===== config.mk =====
export PLATFORM = sky130hd
export DESIGN_NAME = dpm_dram_page_ctrl
export DESIGN_NICKNAME = d
export VERILOG_FILES = /design/src/shared/dpm_pkg.sv /design/src/hw/dpm_wait_cnt.sv /design/src/hw/dpm_page_track.sv /design/src/hw/dpm_dram_page_ctrl.sv
export SDC_FILE = /design/constraint.sdc
export NUM_CORES = 1
export LEC_CHECK = 0
export BUFFER_PORTS_ARGS = -buffer_cell sky130_fd_sc_hd__buf_2
export CORE_ASPECT_RATIO = 0.75
export CORE_MARGIN = 2
export CORE_UTILIZATION = 60
export DETAILED_ROUTE_END_ITERATION = 10
export PLACE_DENSITY = 0.9
export SETUP_SLACK_MARGIN = 0.02
export SLEW_MARGIN = 20
export SYNTH_ARGS = -nofsm -noshare
export SYNTH_HDL_FRONTEND = slang
export SYNTH_SLANG_ARGS = --single-unit

===== constraint.sdc =====
create_clock -name SYS_CLK_I -period 8.65 [get_ports SYS_CLK_I]
set_input_delay 0.4325 -clock SYS_CLK_I [delete_from_list [all_inputs] [get_ports SYS_CLK_I]]
set_output_delay 0.4325 -clock SYS_CLK_I [all_outputs]
set_load 0.02 [all_outputs]

===== src/shared/dpm_pkg.sv =====
// constants and types shared by the page-mode dram sequencer
// assumes one 125 MHz system clock and two dram banks
package dpm_pkg;
	// clock
	localparam int CLK_PERIOD_NS = 8;
	// address field shown on the multiplexed address pins
	localparam int A_HI = 27;
	localparam int A_LO = 9;
	localparam int ADDR_W = 28;
	localparam int DATA_W = 32;
	localparam int COL_W = 9;
	// transfer size codes
	localparam logic [1:0] SIZE_LONG = 2'h0;
	localparam logic [1:0] SIZE_BYTE = 2'h1;
	localparam logic [1:0] SIZE_WORD = 2'h2;
	localparam logic [1:0] SIZE_LINE = 2'h3;
	// bank port width codes
	localparam logic [1:0] PORT_32 = 2'h0;
	localparam logic [1:0] PORT_8 = 2'h1;
	localparam logic [1:0] PORT_16 = 2'h2;
	// bank page mode codes
	localparam logic [1:0] MODE_NORMAL = 2'h0;
	localparam logic [1:0] MODE_BURST = 2'h1;
	localparam logic [1:0] MODE_FAST = 2'h2;
	// fastest timing, in clocks
	localparam int RAS_PRE_MIN_CLK = 1;
	localparam int NEW_PAGE_CLK = 3;
	localparam int MISS_TOTAL_CLK = RAS_PRE_MIN_CLK + NEW_PAGE_CLK;
	localparam int BURST_NEXT_CLK = 2;
	// reset values
	localparam logic [3:0] RST_CAS_N = 4'hF;
	localparam logic [1:0] RST_RAS_N = 2'h3;
	localparam logic [DATA_W-1:0] RST_DATA = 32'h0000_0000;
	// sequencer states
	typedef enum logic [5:0] {
		S_IDLE = 6'h01,
		S_PRE = 6'h02,
		S_ROW = 6'h04,
		S_HIT = 6'h08,
		S_COL = 6'h10,
		S_ACK = 6'h20
	} dpm_state_t;
endpackage


===== src/hw/dpm_wait_cnt.sv =====
// down counter for precharge and column wait states
// assumes load and count requests come from the sequencer clock domain
`timescale 1ns/1ps
module dpm_wait_cnt #(
	parameter int W = 3
) (
	// clock and reset
	input wire logic clk_i,
	input wire logic rstn_i,
	// control
	input wire logic load_i,
	input wire logic [W-1:0] val_i,
	// status
	output logic zero_o
);
	logic [W-1:0] cnt_r;

	// load wins, otherwise count toward zero
	always_ff @(posedge clk_i or negedge rstn_i) begin
		if (!rstn_i) begin
			cnt_r <= '0;
		end else if (load_i) begin
			cnt_r <= val_i;
		end else if (cnt_r != '0) begin
			cnt_r <= cnt_r - W'(1);
		end
	end

	assign zero_o = (cnt_r == '0);
endmodule


===== src/hw/dpm_page_track.sv =====
// open-page flag and open row for one dram bank
// assumes open and close never arrive in the same cycle
`timescale 1ns/1ps
module dpm_page_track #(
	parameter int ROW_W = 19
) (
	// clock and reset
	input wire logic clk_i,
	input wire logic rstn_i,
	// page control
	input wire logic open_i,
	input wire logic close_i,
	input wire logic [ROW_W-1:0] row_i,
	// compare
	input wire logic [ROW_W-1:0] cmp_i,
	output logic open_o,
	output logic hit_o
);
	logic [ROW_W-1:0] row_r;

	always_ff @(posedge clk_i or negedge rstn_i) begin
		if (!rstn_i) begin
			open_o <= 1'b0;
			row_r <= '0;
		end else if (close_i) begin
			open_o <= 1'b0;
		end else if (open_i) begin
			open_o <= 1'b1;
			row_r <= row_i;
		end
	end

	assign hit_o = open_o && (row_r == cmp_i);
endmodule


===== src/hw/dpm_dram_page_ctrl.sv =====
// page-mode dram sequencer: page miss, bus arbitration, burst page mode
// assumes synchronous inputs and a request port held until taken
//
// Contract
// - page miss waits for row precharge
// - other bank starts without precharge delay
// - fastest miss: one precharge plus three
// - miss writes time like miss reads
// - first cycle: row, write flag, size, start
// - row strobe, column switch, column strobes
// - byte to 8-bit port: lane zero
// - ack one cycle before data capture
// - fast page end keeps row strobe
// - miss closes row one cycle later
// - row strobe only after precharge met
// - lost mastership closes open page
// - grant lost mid dram: finish first
// - grant lost mid non-dram: precharge now
// - idle grant loss: release bus, close
// - locked bus keeps row and driven
// - alternate master uses burst page
// - burst page closes row after burst
// - non-burst uses normal closing timing
// - burst three then two clocks
// - timing inputs lengthen accesses
// - read and write strobes identical; page-hit writes add S_COL, page-hit reads skip it
// - write data from cycle after start
`timescale 1ns/1ps
module dpm_dram_page_ctrl #(
	parameter int BANK_BIT = 27,
	parameter int WAIT_W = 2
) (
	// clock and reset
	input wire logic SYS_CLK_I,
	input wire logic RSTN_I,
	// request port
	input wire logic REQ_VALID_I,
	output logic REQ_READY_O,
	input wire logic [dpm_pkg::ADDR_W-1:0] REQ_ADDR_I,
	input wire logic REQ_WRITE_I,
	input wire logic [1:0] REQ_SIZE_I,
	input wire logic REQ_ALT_I,
	input wire logic [dpm_pkg::DATA_W-1:0] REQ_WDATA_I,
	output logic ACK_O,
	output logic [dpm_pkg::DATA_W-1:0] RDATA_O,
	output logic RDATA_VALID_O,
	// configuration
	input wire logic [3:0] BANK_MODE_I,
	input wire logic [3:0] BANK_PORT_I,
	input wire logic [WAIT_W-1:0] RAS_PRE_WAIT_I,
	input wire logic [WAIT_W-1:0] CAS_WAIT_I,
	input wire logic BUS_LOCK_BIT_I,
	// arbitration
	input wire logic BUS_GRANT_N_I,
	input wire logic NONDRAM_BUSY_I,
	output logic BUS_DRIVEN_N_O,
	output logic BUS_OE_O,
	// dram pins
	output logic TRANSFER_START_N_O,
	output logic DRAM_WRITE_N_O,
	output logic [1:0] TRANSFER_SIZE_O,
	output logic [dpm_pkg::A_HI-dpm_pkg::A_LO:0] ADDR_O,
	output logic [1:0] RAS_N_O,
	output logic [3:0] CAS_N_O,
	input wire logic [dpm_pkg::DATA_W-1:0] DATA_I,
	output logic [dpm_pkg::DATA_W-1:0] DATA_O,
	output logic DATA_OE_O
);
	import dpm_pkg::*;
	localparam int ROW_W = A_HI - A_LO + 1;

	function automatic logic [2:0] op_lg(input logic [1:0] s);
		case (s)
			SIZE_BYTE: op_lg = 3'h0;
			SIZE_WORD: op_lg = 3'h1;
			SIZE_LINE: op_lg = 3'h4;
			default: op_lg = 3'h2;
		endcase
	endfunction

	function automatic logic [2:0] pt_lg(input logic [1:0] p);
		case (p)
			PORT_8: pt_lg = 3'h0;
			PORT_16: pt_lg = 3'h1;
			default: pt_lg = 3'h2;
		endcase
	endfunction

	// byte lanes: bit i drives the strobe of byte lane i from the top
	function automatic logic [3:0] lanes(input logic [1:0] p,
			input logic [1:0] s, input logic [1:0] a, input logic bst);
		logic [3:0] full;
		full = (p == PORT_8) ? 4'h1 : (p == PORT_16) ? 4'h3 : 4'hF;
		if (bst || op_lg(s) >= pt_lg(p)) begin
			lanes = full;
		end else if (s == SIZE_BYTE) begin
			lanes = 4'h1 << (a & full[3:2] | a & {1'b0, full[1]});
		end else begin
			lanes = a[1] ? 4'hC : 4'h3;
		end
	endfunction

	dpm_state_t state_r, state_nxt;
	logic [1:0] open_w, hit_w, open_set, close_set;
	logic cnt_zero, cnt_load;
	logic [WAIT_W-1:0] cnt_val;
	logic pend_r, pend_nxt, miss_r, have_r, have_nxt, ready_r;
	logic write_r, fast_r, norm_r, burst_r;
	logic [1:0] size_r, port_r;
	logic [4:0] beats_r;
	logic [ADDR_W-1:0] addr_r, addr_nx;
	logic [DATA_W-1:0] wlat_r, wlat_nx;
	logic accept, lose, bank_in, beat_more, dram_busy;
	logic [1:0] mode_in, port_in;
	logic [2:0] step, dif;
	logic [ROW_W-1:0] set_row;
	logic [3:0] cas_on;

	assign accept = REQ_VALID_I && ready_r;
	assign lose = BUS_GRANT_N_I && !BUS_LOCK_BIT_I;
	assign bank_in = REQ_ADDR_I[BANK_BIT];
	assign mode_in = BANK_MODE_I[2*bank_in +: 2];
	assign port_in = BANK_PORT_I[2*bank_in +: 2];
	assign step = 3'(3'h1 << pt_lg(port_r));
	assign beat_more = (state_r == S_ACK) && (beats_r != 5'h00);
	assign dif = (op_lg(REQ_SIZE_I) > pt_lg(port_in)) ?
		3'(op_lg(REQ_SIZE_I) - pt_lg(port_in)) : 3'h0;
	assign set_row = (state_r == S_IDLE) ? REQ_ADDR_I[A_HI:A_LO] :
		addr_r[A_HI:A_LO];

	genvar gb;
	generate
		for (gb = 0; gb < 2; gb++) begin : g_bank
			dpm_page_track #(.ROW_W(ROW_W)) u_track (
				.clk_i(SYS_CLK_I),
				.rstn_i(RSTN_I),
				.open_i(open_set[gb]),
				.close_i(close_set[gb]),
				.row_i(set_row),
				.cmp_i(REQ_ADDR_I[A_HI:A_LO]),
				.open_o(open_w[gb]),
				.hit_o(hit_w[gb])
			);
		end
	endgenerate

	dpm_wait_cnt #(.W(WAIT_W)) u_wait (
		.clk_i(SYS_CLK_I),
		.rstn_i(RSTN_I),
		.load_i(cnt_load),
		.val_i(cnt_val),
		.zero_o(cnt_zero)
	);

	// sequencer next state
	always_comb begin
		state_nxt = state_r;
		open_set = 2'h0;
		close_set = 2'h0;
		cnt_load = 1'b0;
		cnt_val = '0;
		pend_nxt = pend_r;
		case (state_r)
			S_IDLE: begin
				if (accept) begin
					if (open_w[bank_in] && hit_w[bank_in] &&
							mode_in == MODE_FAST && !REQ_ALT_I) begin
						state_nxt = S_HIT;
					end else if (open_w[bank_in]) begin
						close_set[bank_in] = 1'b1;
						state_nxt = S_PRE;
						cnt_load = 1'b1;
						cnt_val = RAS_PRE_WAIT_I;
						pend_nxt = 1'b1;
					end else begin
						open_set[bank_in] = 1'b1;
						state_nxt = S_ROW;
					end
				end else if (lose && open_w != 2'h0) begin
					close_set = 2'h3;
					state_nxt = S_PRE;
					cnt_load = 1'b1;
					cnt_val = RAS_PRE_WAIT_I;
					pend_nxt = 1'b0;
				end
			end
			S_PRE: begin
				if (cnt_zero) begin
					pend_nxt = 1'b0;
					if (pend_r) begin
						open_set[addr_r[BANK_BIT]] = 1'b1;
						state_nxt = S_ROW;
					end else begin
						state_nxt = S_IDLE;
					end
				end
			end
			S_ROW: begin
				state_nxt = S_COL;
				cnt_load = 1'b1;
				cnt_val = CAS_WAIT_I;
			end
			S_HIT: begin
				if (write_r) begin
					state_nxt = S_COL;
					cnt_load = 1'b1;
					cnt_val = CAS_WAIT_I;
				end else begin
					state_nxt = S_ACK;
				end
			end
			S_COL: begin
				if (cnt_zero) begin
					state_nxt = S_ACK;
				end
			end
			S_ACK: begin
				cnt_load = 1'b1;
				if (beat_more && !norm_r) begin
					state_nxt = S_COL;
					cnt_val = CAS_WAIT_I;
				end else if (!beat_more && fast_r && !lose) begin
					state_nxt = S_IDLE;
					cnt_load = 1'b0;
				end else begin
					close_set[addr_r[BANK_BIT]] = 1'b1;
					state_nxt = S_PRE;
					cnt_val = RAS_PRE_WAIT_I;
					pend_nxt = beat_more;
				end
			end
			default: begin
				state_nxt = S_IDLE;
			end
		endcase
	end

	// state and pending flags
	always_ff @(posedge SYS_CLK_I or negedge RSTN_I) begin
		if (!RSTN_I) begin
			state_r <= S_IDLE;
			pend_r <= 1'b0;
			miss_r <= 1'b0;
		end else begin
			state_r <= state_nxt;
			pend_r <= pend_nxt;
			if (state_r == S_IDLE && accept) begin
				miss_r <= (state_nxt == S_PRE);
			end
		end
	end

	// address and write data for the current beat
	always_comb begin
		addr_nx = addr_r;
		wlat_nx = wlat_r;
		if (state_r == S_IDLE) begin
			addr_nx = REQ_ADDR_I;
			wlat_nx = REQ_WDATA_I << ((REQ_SIZE_I == SIZE_BYTE) ? 24 :
				(REQ_SIZE_I == SIZE_WORD) ? 16 : 0);
			if (dif == 3'h0) begin
				wlat_nx = wlat_nx >> (8 * (REQ_ADDR_I[1:0] &
					2'(3'h3 >> (3'h2 - pt_lg(port_in)))));
			end
		end else if (beat_more) begin
			addr_nx = addr_r + ADDR_W'(step);
			if (2'(addr_r[1:0] + step[1:0]) == 2'h0) begin
				wlat_nx = REQ_WDATA_I;
			end else begin
				wlat_nx = wlat_r << (8 * step);
			end
		end
	end

	// latched request attributes
	always_ff @(posedge SYS_CLK_I or negedge RSTN_I) begin
		if (!RSTN_I) begin
			addr_r <= '0;
			wlat_r <= RST_DATA;
			write_r <= 1'b0;
			size_r <= SIZE_LONG;
			port_r <= PORT_32;
			fast_r <= 1'b0;
			norm_r <= 1'b0;
			burst_r <= 1'b0;
			beats_r <= 5'h00;
		end else begin
			addr_r <= addr_nx;
			wlat_r <= wlat_nx;
			if (state_r == S_IDLE && accept) begin
				write_r <= REQ_WRITE_I;
				size_r <= REQ_SIZE_I;
				port_r <= port_in;
				fast_r <= (mode_in == MODE_FAST) && !REQ_ALT_I;
				norm_r <= (mode_in == MODE_NORMAL);
				burst_r <= (dif != 3'h0);
				beats_r <= 5'((5'h01 << dif) - 5'h01);
			end else if (beat_more) begin
				beats_r <= beats_r - 5'h01;
			end
		end
	end

	always_ff @(posedge SYS_CLK_I or negedge RSTN_I) begin
		if (!RSTN_I) begin
			TRANSFER_START_N_O <= 1'b1;
			ADDR_O <= '0;
			DRAM_WRITE_N_O <= 1'b1;
			TRANSFER_SIZE_O <= SIZE_LONG;
		end else begin
			TRANSFER_START_N_O <= !(state_nxt == S_ROW ||
				state_nxt == S_HIT) || (state_r == S_ROW);
			if (state_nxt == S_ROW && state_r != S_ROW) begin
				ADDR_O <= addr_nx[A_HI:A_LO];
				DRAM_WRITE_N_O <= (state_r == S_IDLE) ?
					!REQ_WRITE_I : !write_r;
				TRANSFER_SIZE_O <= (state_r == S_IDLE) ?
					REQ_SIZE_I : size_r;
			end else if (state_nxt == S_HIT ||
					(state_nxt == S_COL && state_r != S_COL)) begin
				ADDR_O <= ROW_W'(addr_nx[COL_W-1:0]);
				if (state_nxt == S_HIT) begin
					DRAM_WRITE_N_O <= !REQ_WRITE_I;
					TRANSFER_SIZE_O <= REQ_SIZE_I;
				end
			end
		end
	end

	// write data from cycle after start
	always_ff @(posedge SYS_CLK_I or negedge RSTN_I) begin
		if (!RSTN_I) begin
			DATA_O <= RST_DATA;
			DATA_OE_O <= 1'b0;
		end else begin
			DATA_O <= wlat_nx;
			DATA_OE_O <= write_r && (state_nxt == S_COL ||
				state_nxt == S_ACK);
		end
	end

	always_ff @(posedge SYS_CLK_I or negedge RSTN_I) begin
		if (!RSTN_I) begin
			ACK_O <= 1'b0;
			RDATA_O <= RST_DATA;
			RDATA_VALID_O <= 1'b0;
		end else begin
			ACK_O <= (state_nxt == S_ACK);
			RDATA_VALID_O <= (state_r == S_ACK) && !write_r;
			if (state_r == S_ACK && !write_r) begin
				RDATA_O <= DATA_I;
			end
		end
	end

	// strobe lanes per port and size
	assign cas_on = lanes(port_r, size_r, addr_r[1:0], burst_r);

	// row and column strobes on falling edge
	always_ff @(negedge SYS_CLK_I or negedge RSTN_I) begin
		if (!RSTN_I) begin
			RAS_N_O <= RST_RAS_N;
			CAS_N_O <= RST_CAS_N;
		end else begin
			RAS_N_O <= ~open_w;
			CAS_N_O <= (state_r == S_COL || state_r == S_ACK ||
				(state_r == S_HIT && !write_r)) ? ~cas_on : RST_CAS_N;
		end
	end

	assign dram_busy = (state_nxt != S_IDLE) &&
		!(state_nxt == S_PRE && !pend_nxt);
	assign have_nxt = !BUS_GRANT_N_I || (have_r && (BUS_LOCK_BIT_I ||
		dram_busy || NONDRAM_BUSY_I));

	always_ff @(posedge SYS_CLK_I or negedge RSTN_I) begin
		if (!RSTN_I) begin
			have_r <= 1'b0;
			BUS_DRIVEN_N_O <= 1'b1;
			BUS_OE_O <= 1'b0;
			REQ_READY_O <= 1'b0;
			ready_r <= 1'b0;
		end else begin
			have_r <= have_nxt;
			BUS_DRIVEN_N_O <= !have_nxt;
			BUS_OE_O <= have_nxt;
			REQ_READY_O <= (state_nxt == S_IDLE) && !lose;
			ready_r <= (state_nxt == S_IDLE) && !lose;
		end
	end
endmodule


==> flow_summary.html <==
<table>
<tr><th>Metric</th><th>Value</th></tr>
<tr><th colspan="2">STA</th></tr>
<tr><td>Accumulated negative setup slack</td><td>0 ns</td></tr>
<tr><td>Number of failing setup endpoints in the final timing report</td><td>0</td></tr>
<tr><td>Unrepaired setup endpoints after global routing</td><td>false</td></tr>
<tr><td>Total count of hold-check failures in the final report</td><td>0</td></tr>
<tr><td>Transition time of the tightest slew-check pin</td><td>1.17 ns</td></tr>
<tr><td>Slew HR</td><td>21.7%</td></tr>
<tr><td>Final hold slack</td><td>0.000152 ns</td></tr>
<tr><td>Worst clock skew</td><td>0.0352 ns</td></tr>
<tr><td>Slew Viols, Final</td><td>0</td></tr>
<tr><th colspan="2">Critical path</th></tr>
<tr><td>Buf+Inv Stages, Crit Path</td><td>1</td></tr>
<tr><td>Maximum single-stage delay on the critical path</td><td>0.68 ns</td></tr>
<tr><td>Cell-by-cell trace of the critical path</td><td>inv_1, ha_1, ha_1, o21ai_0, and3_1, a21oi_1, o21ai_0, nand2_1</td></tr>
<tr><td>Slowest cell on crit path</td><td>sky130_fd_sc_hd__ha_1</td></tr>
<tr><td>Worst Setup Start Kind</td><td>flop</td></tr>
<tr><td>FF-to-FF setup slack</td><td>1.95 ns</td></tr>
<tr><td>Worst reg2reg endpoint</td><td>CAS_N_O[3]</td></tr>
<tr><td>Arrival time of the worst setup path</td><td>2.77 ns</td></tr>
<tr><td>Worst r2r src</td><td>port_r[0]</td></tr>
<tr><td>Logic depth of the worst register-to-register path</td><td>8</td></tr>
<tr><td>Req. time, crit path</td><td>approximately 4.7 ns</td></tr>
<tr><td>Maximum fanout encountered on the critical timing path</td><td>20</td></tr>
<tr><td>Gate family responsible for the most delay along the worst path</td><td>adder cells</td></tr>
<tr><td>Critical setup path kind</td><td>reg2reg</td></tr>
<tr><td>Worst Setup End Kind</td><td>flop</td></tr>
<tr><th colspan="2">Global routing</th></tr>
<tr><td>Global route overflow</td><td>0</td></tr>
<tr><td>Wire length of the first global-routing pass</td><td>51,600 um</td></tr>
<tr><td>Total track usage</td><td>around 33%</td></tr>
<tr><td>Maximum number of pins on one net before global-route repair</td><td>78</td></tr>
<tr><td>Antenna violations before repair</td><td>0</td></tr>
<tr><td>Via count of the first global-routing pass</td><td>9,805</td></tr>
<tr><th colspan="2">Floorplan</th></tr>
<tr><td>Die span in x</td><td>161 um</td></tr>
<tr><td>Site row count</td><td>42</td></tr>
<tr><td>Initial Util</td><td>61.9%</td></tr>
<tr><td>Num ports</td><td>about 210</td></tr>
<tr><td>Chip Height</td><td>about 120 um</td></tr>
<tr><td>Area of the core region</td><td>17,900 sq um</td></tr>
<tr><td>Area of the die</td><td>slightly below 20,000 sq um</td></tr>
<tr><th colspan="2">Drt</th></tr>
<tr><td>Residual DRC count</td><td>0</td></tr>
<tr><td>Average via count per standard cell</td><td>6.45</td></tr>
<tr><td>Initial drt markers</td><td>1,300</td></tr>
<tr><td>Average wire per cell in the routed design</td><td>20.1 um</td></tr>
<tr><td>Router iterations before antenna repair</td><td>6</td></tr>
<tr><td>Final wirelength</td><td>roughly 33,000 um</td></tr>
<tr><td>Via Count</td><td>10.5k</td></tr>
<tr><td>Post-detailed-route count of antenna-violating nets</td><td>0</td></tr>
<tr><th colspan="2">CTS</th></tr>
<tr><td>Worst-skew pair later-pin latency</td><td>between 0.4 and 0.5 ns</td></tr>
<tr><td>Number of H-tree levels</td><td>4</td></tr>
<tr><td>Inserted Clock Buffers</td><td>17</td></tr>
<tr><td>Clock sinks</td><td>189</td></tr>
<tr><td>Clock transition at the registers of the reported paths</td><td>approximately 0.070 ns</td></tr>
<tr><td>Largest buffer count on any clock path</td><td>2</td></tr>
<tr><td>Post-cts sizing count</td><td>0</td></tr>
<tr><td>CTS tree</td><td>done</td></tr>
<tr><td>Root cell of the clock tree</td><td>sky130_fd_sc_hd__clkbuf_16</td></tr>
<tr><td>Setup Fix Bufs, Post-CTS</td><td>0</td></tr>
<tr><td>Count of hold buffers inserted by post-cts repair</td><td>0</td></tr>
<tr><th colspan="2">Synthesis</th></tr>
<tr><td>Number of synthesized register bits</td><td>around 190</td></tr>
<tr><td>Library cell with the largest summed area after synthesis</td><td>sky130_fd_sc_hd__dfrtp_1</td></tr>
<tr><td>Sequential share of the synthesized area</td><td>~43%</td></tr>
<tr><td>Post-Synthesis Net Count</td><td>1,317</td></tr>
<tr><td>Ys flop type</td><td>sky130_fd_sc_hd__dfrtp_1</td></tr>
<tr><td>Most instantiated library cell after synthesis</td><td>sky130_fd_sc_hd__dfrtp_1</td></tr>
<tr><td>Cell types occupying the most area after synthesis</td><td>sky130_fd_sc_hd__dfrtp_1, sky130_fd_sc_hd__mux2_2, sky130_fd_sc_hd__mux2i_1</td></tr>
<tr><td>Avg Inst Size Synth</td><td>9.35 sq um</td></tr>
<tr><td>Synthesized netlist cell count</td><td>around 1.2k</td></tr>
<tr><td>Summed instance area of the synthesized netlist</td><td>11,100 sq um</td></tr>
<tr><td>Top cell type's share of synthesized area</td><td>between 40 and 50%</td></tr>
<tr><td>Top cell types by occurrence after synthesis</td><td>sky130_fd_sc_hd__dfrtp_1, sky130_fd_sc_hd__nand2_1, sky130_fd_sc_hd__nor2_1</td></tr>
<tr><td>Ys async rst share</td><td>100%</td></tr>
<tr><td>Number of warnings printed during yosys synthesis</td><td>0</td></tr>
<tr><td>Number of distinct library cells after synthesis</td><td>80</td></tr>
<tr><td>EDFF count, synth</td><td>0</td></tr>
<tr><th colspan="2">Power and ir drop</th></tr>
<tr><td>VDD IR max</td><td>roughly 0.00018 V</td></tr>
<tr><td>Overall power after layout</td><td>0.00467 W</td></tr>
<tr><td>Static power due to leakage</td><td>5.96 nW</td></tr>
<tr><td>Power density normalized to cell area</td><td>362 nW/um^2</td></tr>
<tr><th colspan="2">Final layout</th></tr>
<tr><td>Share of final-layout standard cells stronger than drive strength 1</td><td>25.1%</td></tr>
<tr><td>Number of diodes</td><td>0</td></tr>
<tr><td>Fill cell instance count of the final layout</td><td>1,335</td></tr>
<tr><td>Layout net count</td><td>between 1k and 1.5k</td></tr>
<tr><td>Non-Filler Instances</td><td>between 1.5k and 2k</td></tr>
<tr><td>Final core area utilization</td><td>72.1%</td></tr>
<tr><td>Layout overhead on the synthesized area</td><td>16.5%</td></tr>
<tr><th colspan="2">Place</th></tr>
<tr><td>HPWL after DPL</td><td>22,900 um</td></tr>
<tr><td>Cells after DPL</td><td>1,583</td></tr>
<tr><td>Total of buffers placed on input and output ports</td><td>~210</td></tr>
<tr><td>Final GP Congestion</td><td>0.948</td></tr>
<tr><th colspan="2">Hold path</th></tr>
<tr><td>Class of the most critical hold timing path</td><td>in2async</td></tr>
<tr><th colspan="2">Run status</th></tr>
<tr><td>Status</td><td>completed</td></tr>
<tr><th colspan="2">Job</th></tr>
<tr><td>Maxcap violations</td><td>0</td></tr>
</table>
-- cells by family after synthesis --
logic type,synth area share (%)
AND/OR/NAND/NOR,16.9
AO/OA/AOI/OAI,19.7
flip-flops,42.9
buffers and inverters,3.97
multiplexers,9.82
XOR/XNOR,4.43
adder cells (fa/ha/maj),2.40
-- cells in the final DEF, fill, tap and decap left out, types with 22 or more instances in the layout --
| cell | n |
|---|---|
| sky130_fd_sc_hd__nand2_1 | 119 |
| sky130_fd_sc_hd__nand3_1 | 23 |
| sky130_fd_sc_hd__buf_2 | 211 |
| sky130_fd_sc_hd__nor2_1 | 119 |
| sky130_fd_sc_hd__xnor2_1 | 31 |
| sky130_fd_sc_hd__xor2_1 | 25 |
| sky130_fd_sc_hd__inv_1 | 45 |
| sky130_fd_sc_hd__mux2_2 | 52 |
| sky130_fd_sc_hd__dfrtp_1 | 179 |
| sky130_fd_sc_hd__o22ai_1 | 30 |
| sky130_fd_sc_hd__o21ai_0 | 82 |
| sky130_fd_sc_hd__mux2i_1 | 50 |
| sky130_fd_sc_hd__a31oi_1 | 22 |
| sky130_fd_sc_hd__a21oi_1 | 64 |
-- flip-flops by register name, summed over array words and instances, names as in the netlist, 2 cells and up --
signal,count
ADDR_O,19
CAS_N_O,4
DATA_O,32
RAS_N_O,2
RDATA_O,32
TRANSFER_SIZE_O,2
addr_r,28
beats_r,5
g_bank.u_track.open_o,2
g_bank.u_track.row_r,38
port_r,2
size_r,2
state_r,6
u_wait.cnt_r,2
-- routing by layer --
| metal | part of all wire (%) | track usage, % | up-vias |
|---|---|---|---|
| li1 | - | - | 4672 |
| met1 | 42 | 48.5 | 4985 |
| met2 | 43 | 49.7 | 707 |
| met3 | 12 | 8.00 | 86 |
| met4 | 2.5 | 11.1 | 0 |
| met5 | 0 | 0 | - |
-- report_power, final --
part	total (W)	switching [W]	internal [W]
combinational	0.00233	0.00150	0.000831
sequential	0.00156	0.000313	0.00124
clock	0.000782	0.000393	0.000389
-- worst max-delay path by stage --
stage | depth (start not counted) | from | endpoint | slack, ns
after CTS | 8 | port_r[0] | CAS_N_O[3] | 1.98
after global placement | 8 | port_r[0] | CAS_N_O[2] | 2.16
after floorplan | 10 | port_r[0] | CAS_N_O[2] | 2.52
after detailed placement | 8 | port_r[0] | CAS_N_O[2] | 2.04
after global routing | 8 | port_r[0] | CAS_N_O[2] | 1.86
final | 8 | port_r[0] | CAS_N_O[3] | 1.95
-- metrics by stage --
step                      cell area (sq um)  setup slack (ns)
after floorplan                       11100              2.52
after global placement                12300              2.16
after detailed placement              12300              2.04
after CTS                             12900              1.98
after global routing                  12900              1.86
final                                 12900              1.95
-- area by class of cell --
cell class	count	area, sq um	area share [%]
clock buffer	18	429	3.33
clock inverter	20	163	1.26
inverter	40	150	1.17
multi-input combinational	883	5910	45.8
sequential	189	4740	36.8
tap	242	303	2.35
timing repair buffer	228	1190	9.24
No activity file was read; power rests on OpenSTA's default activity.
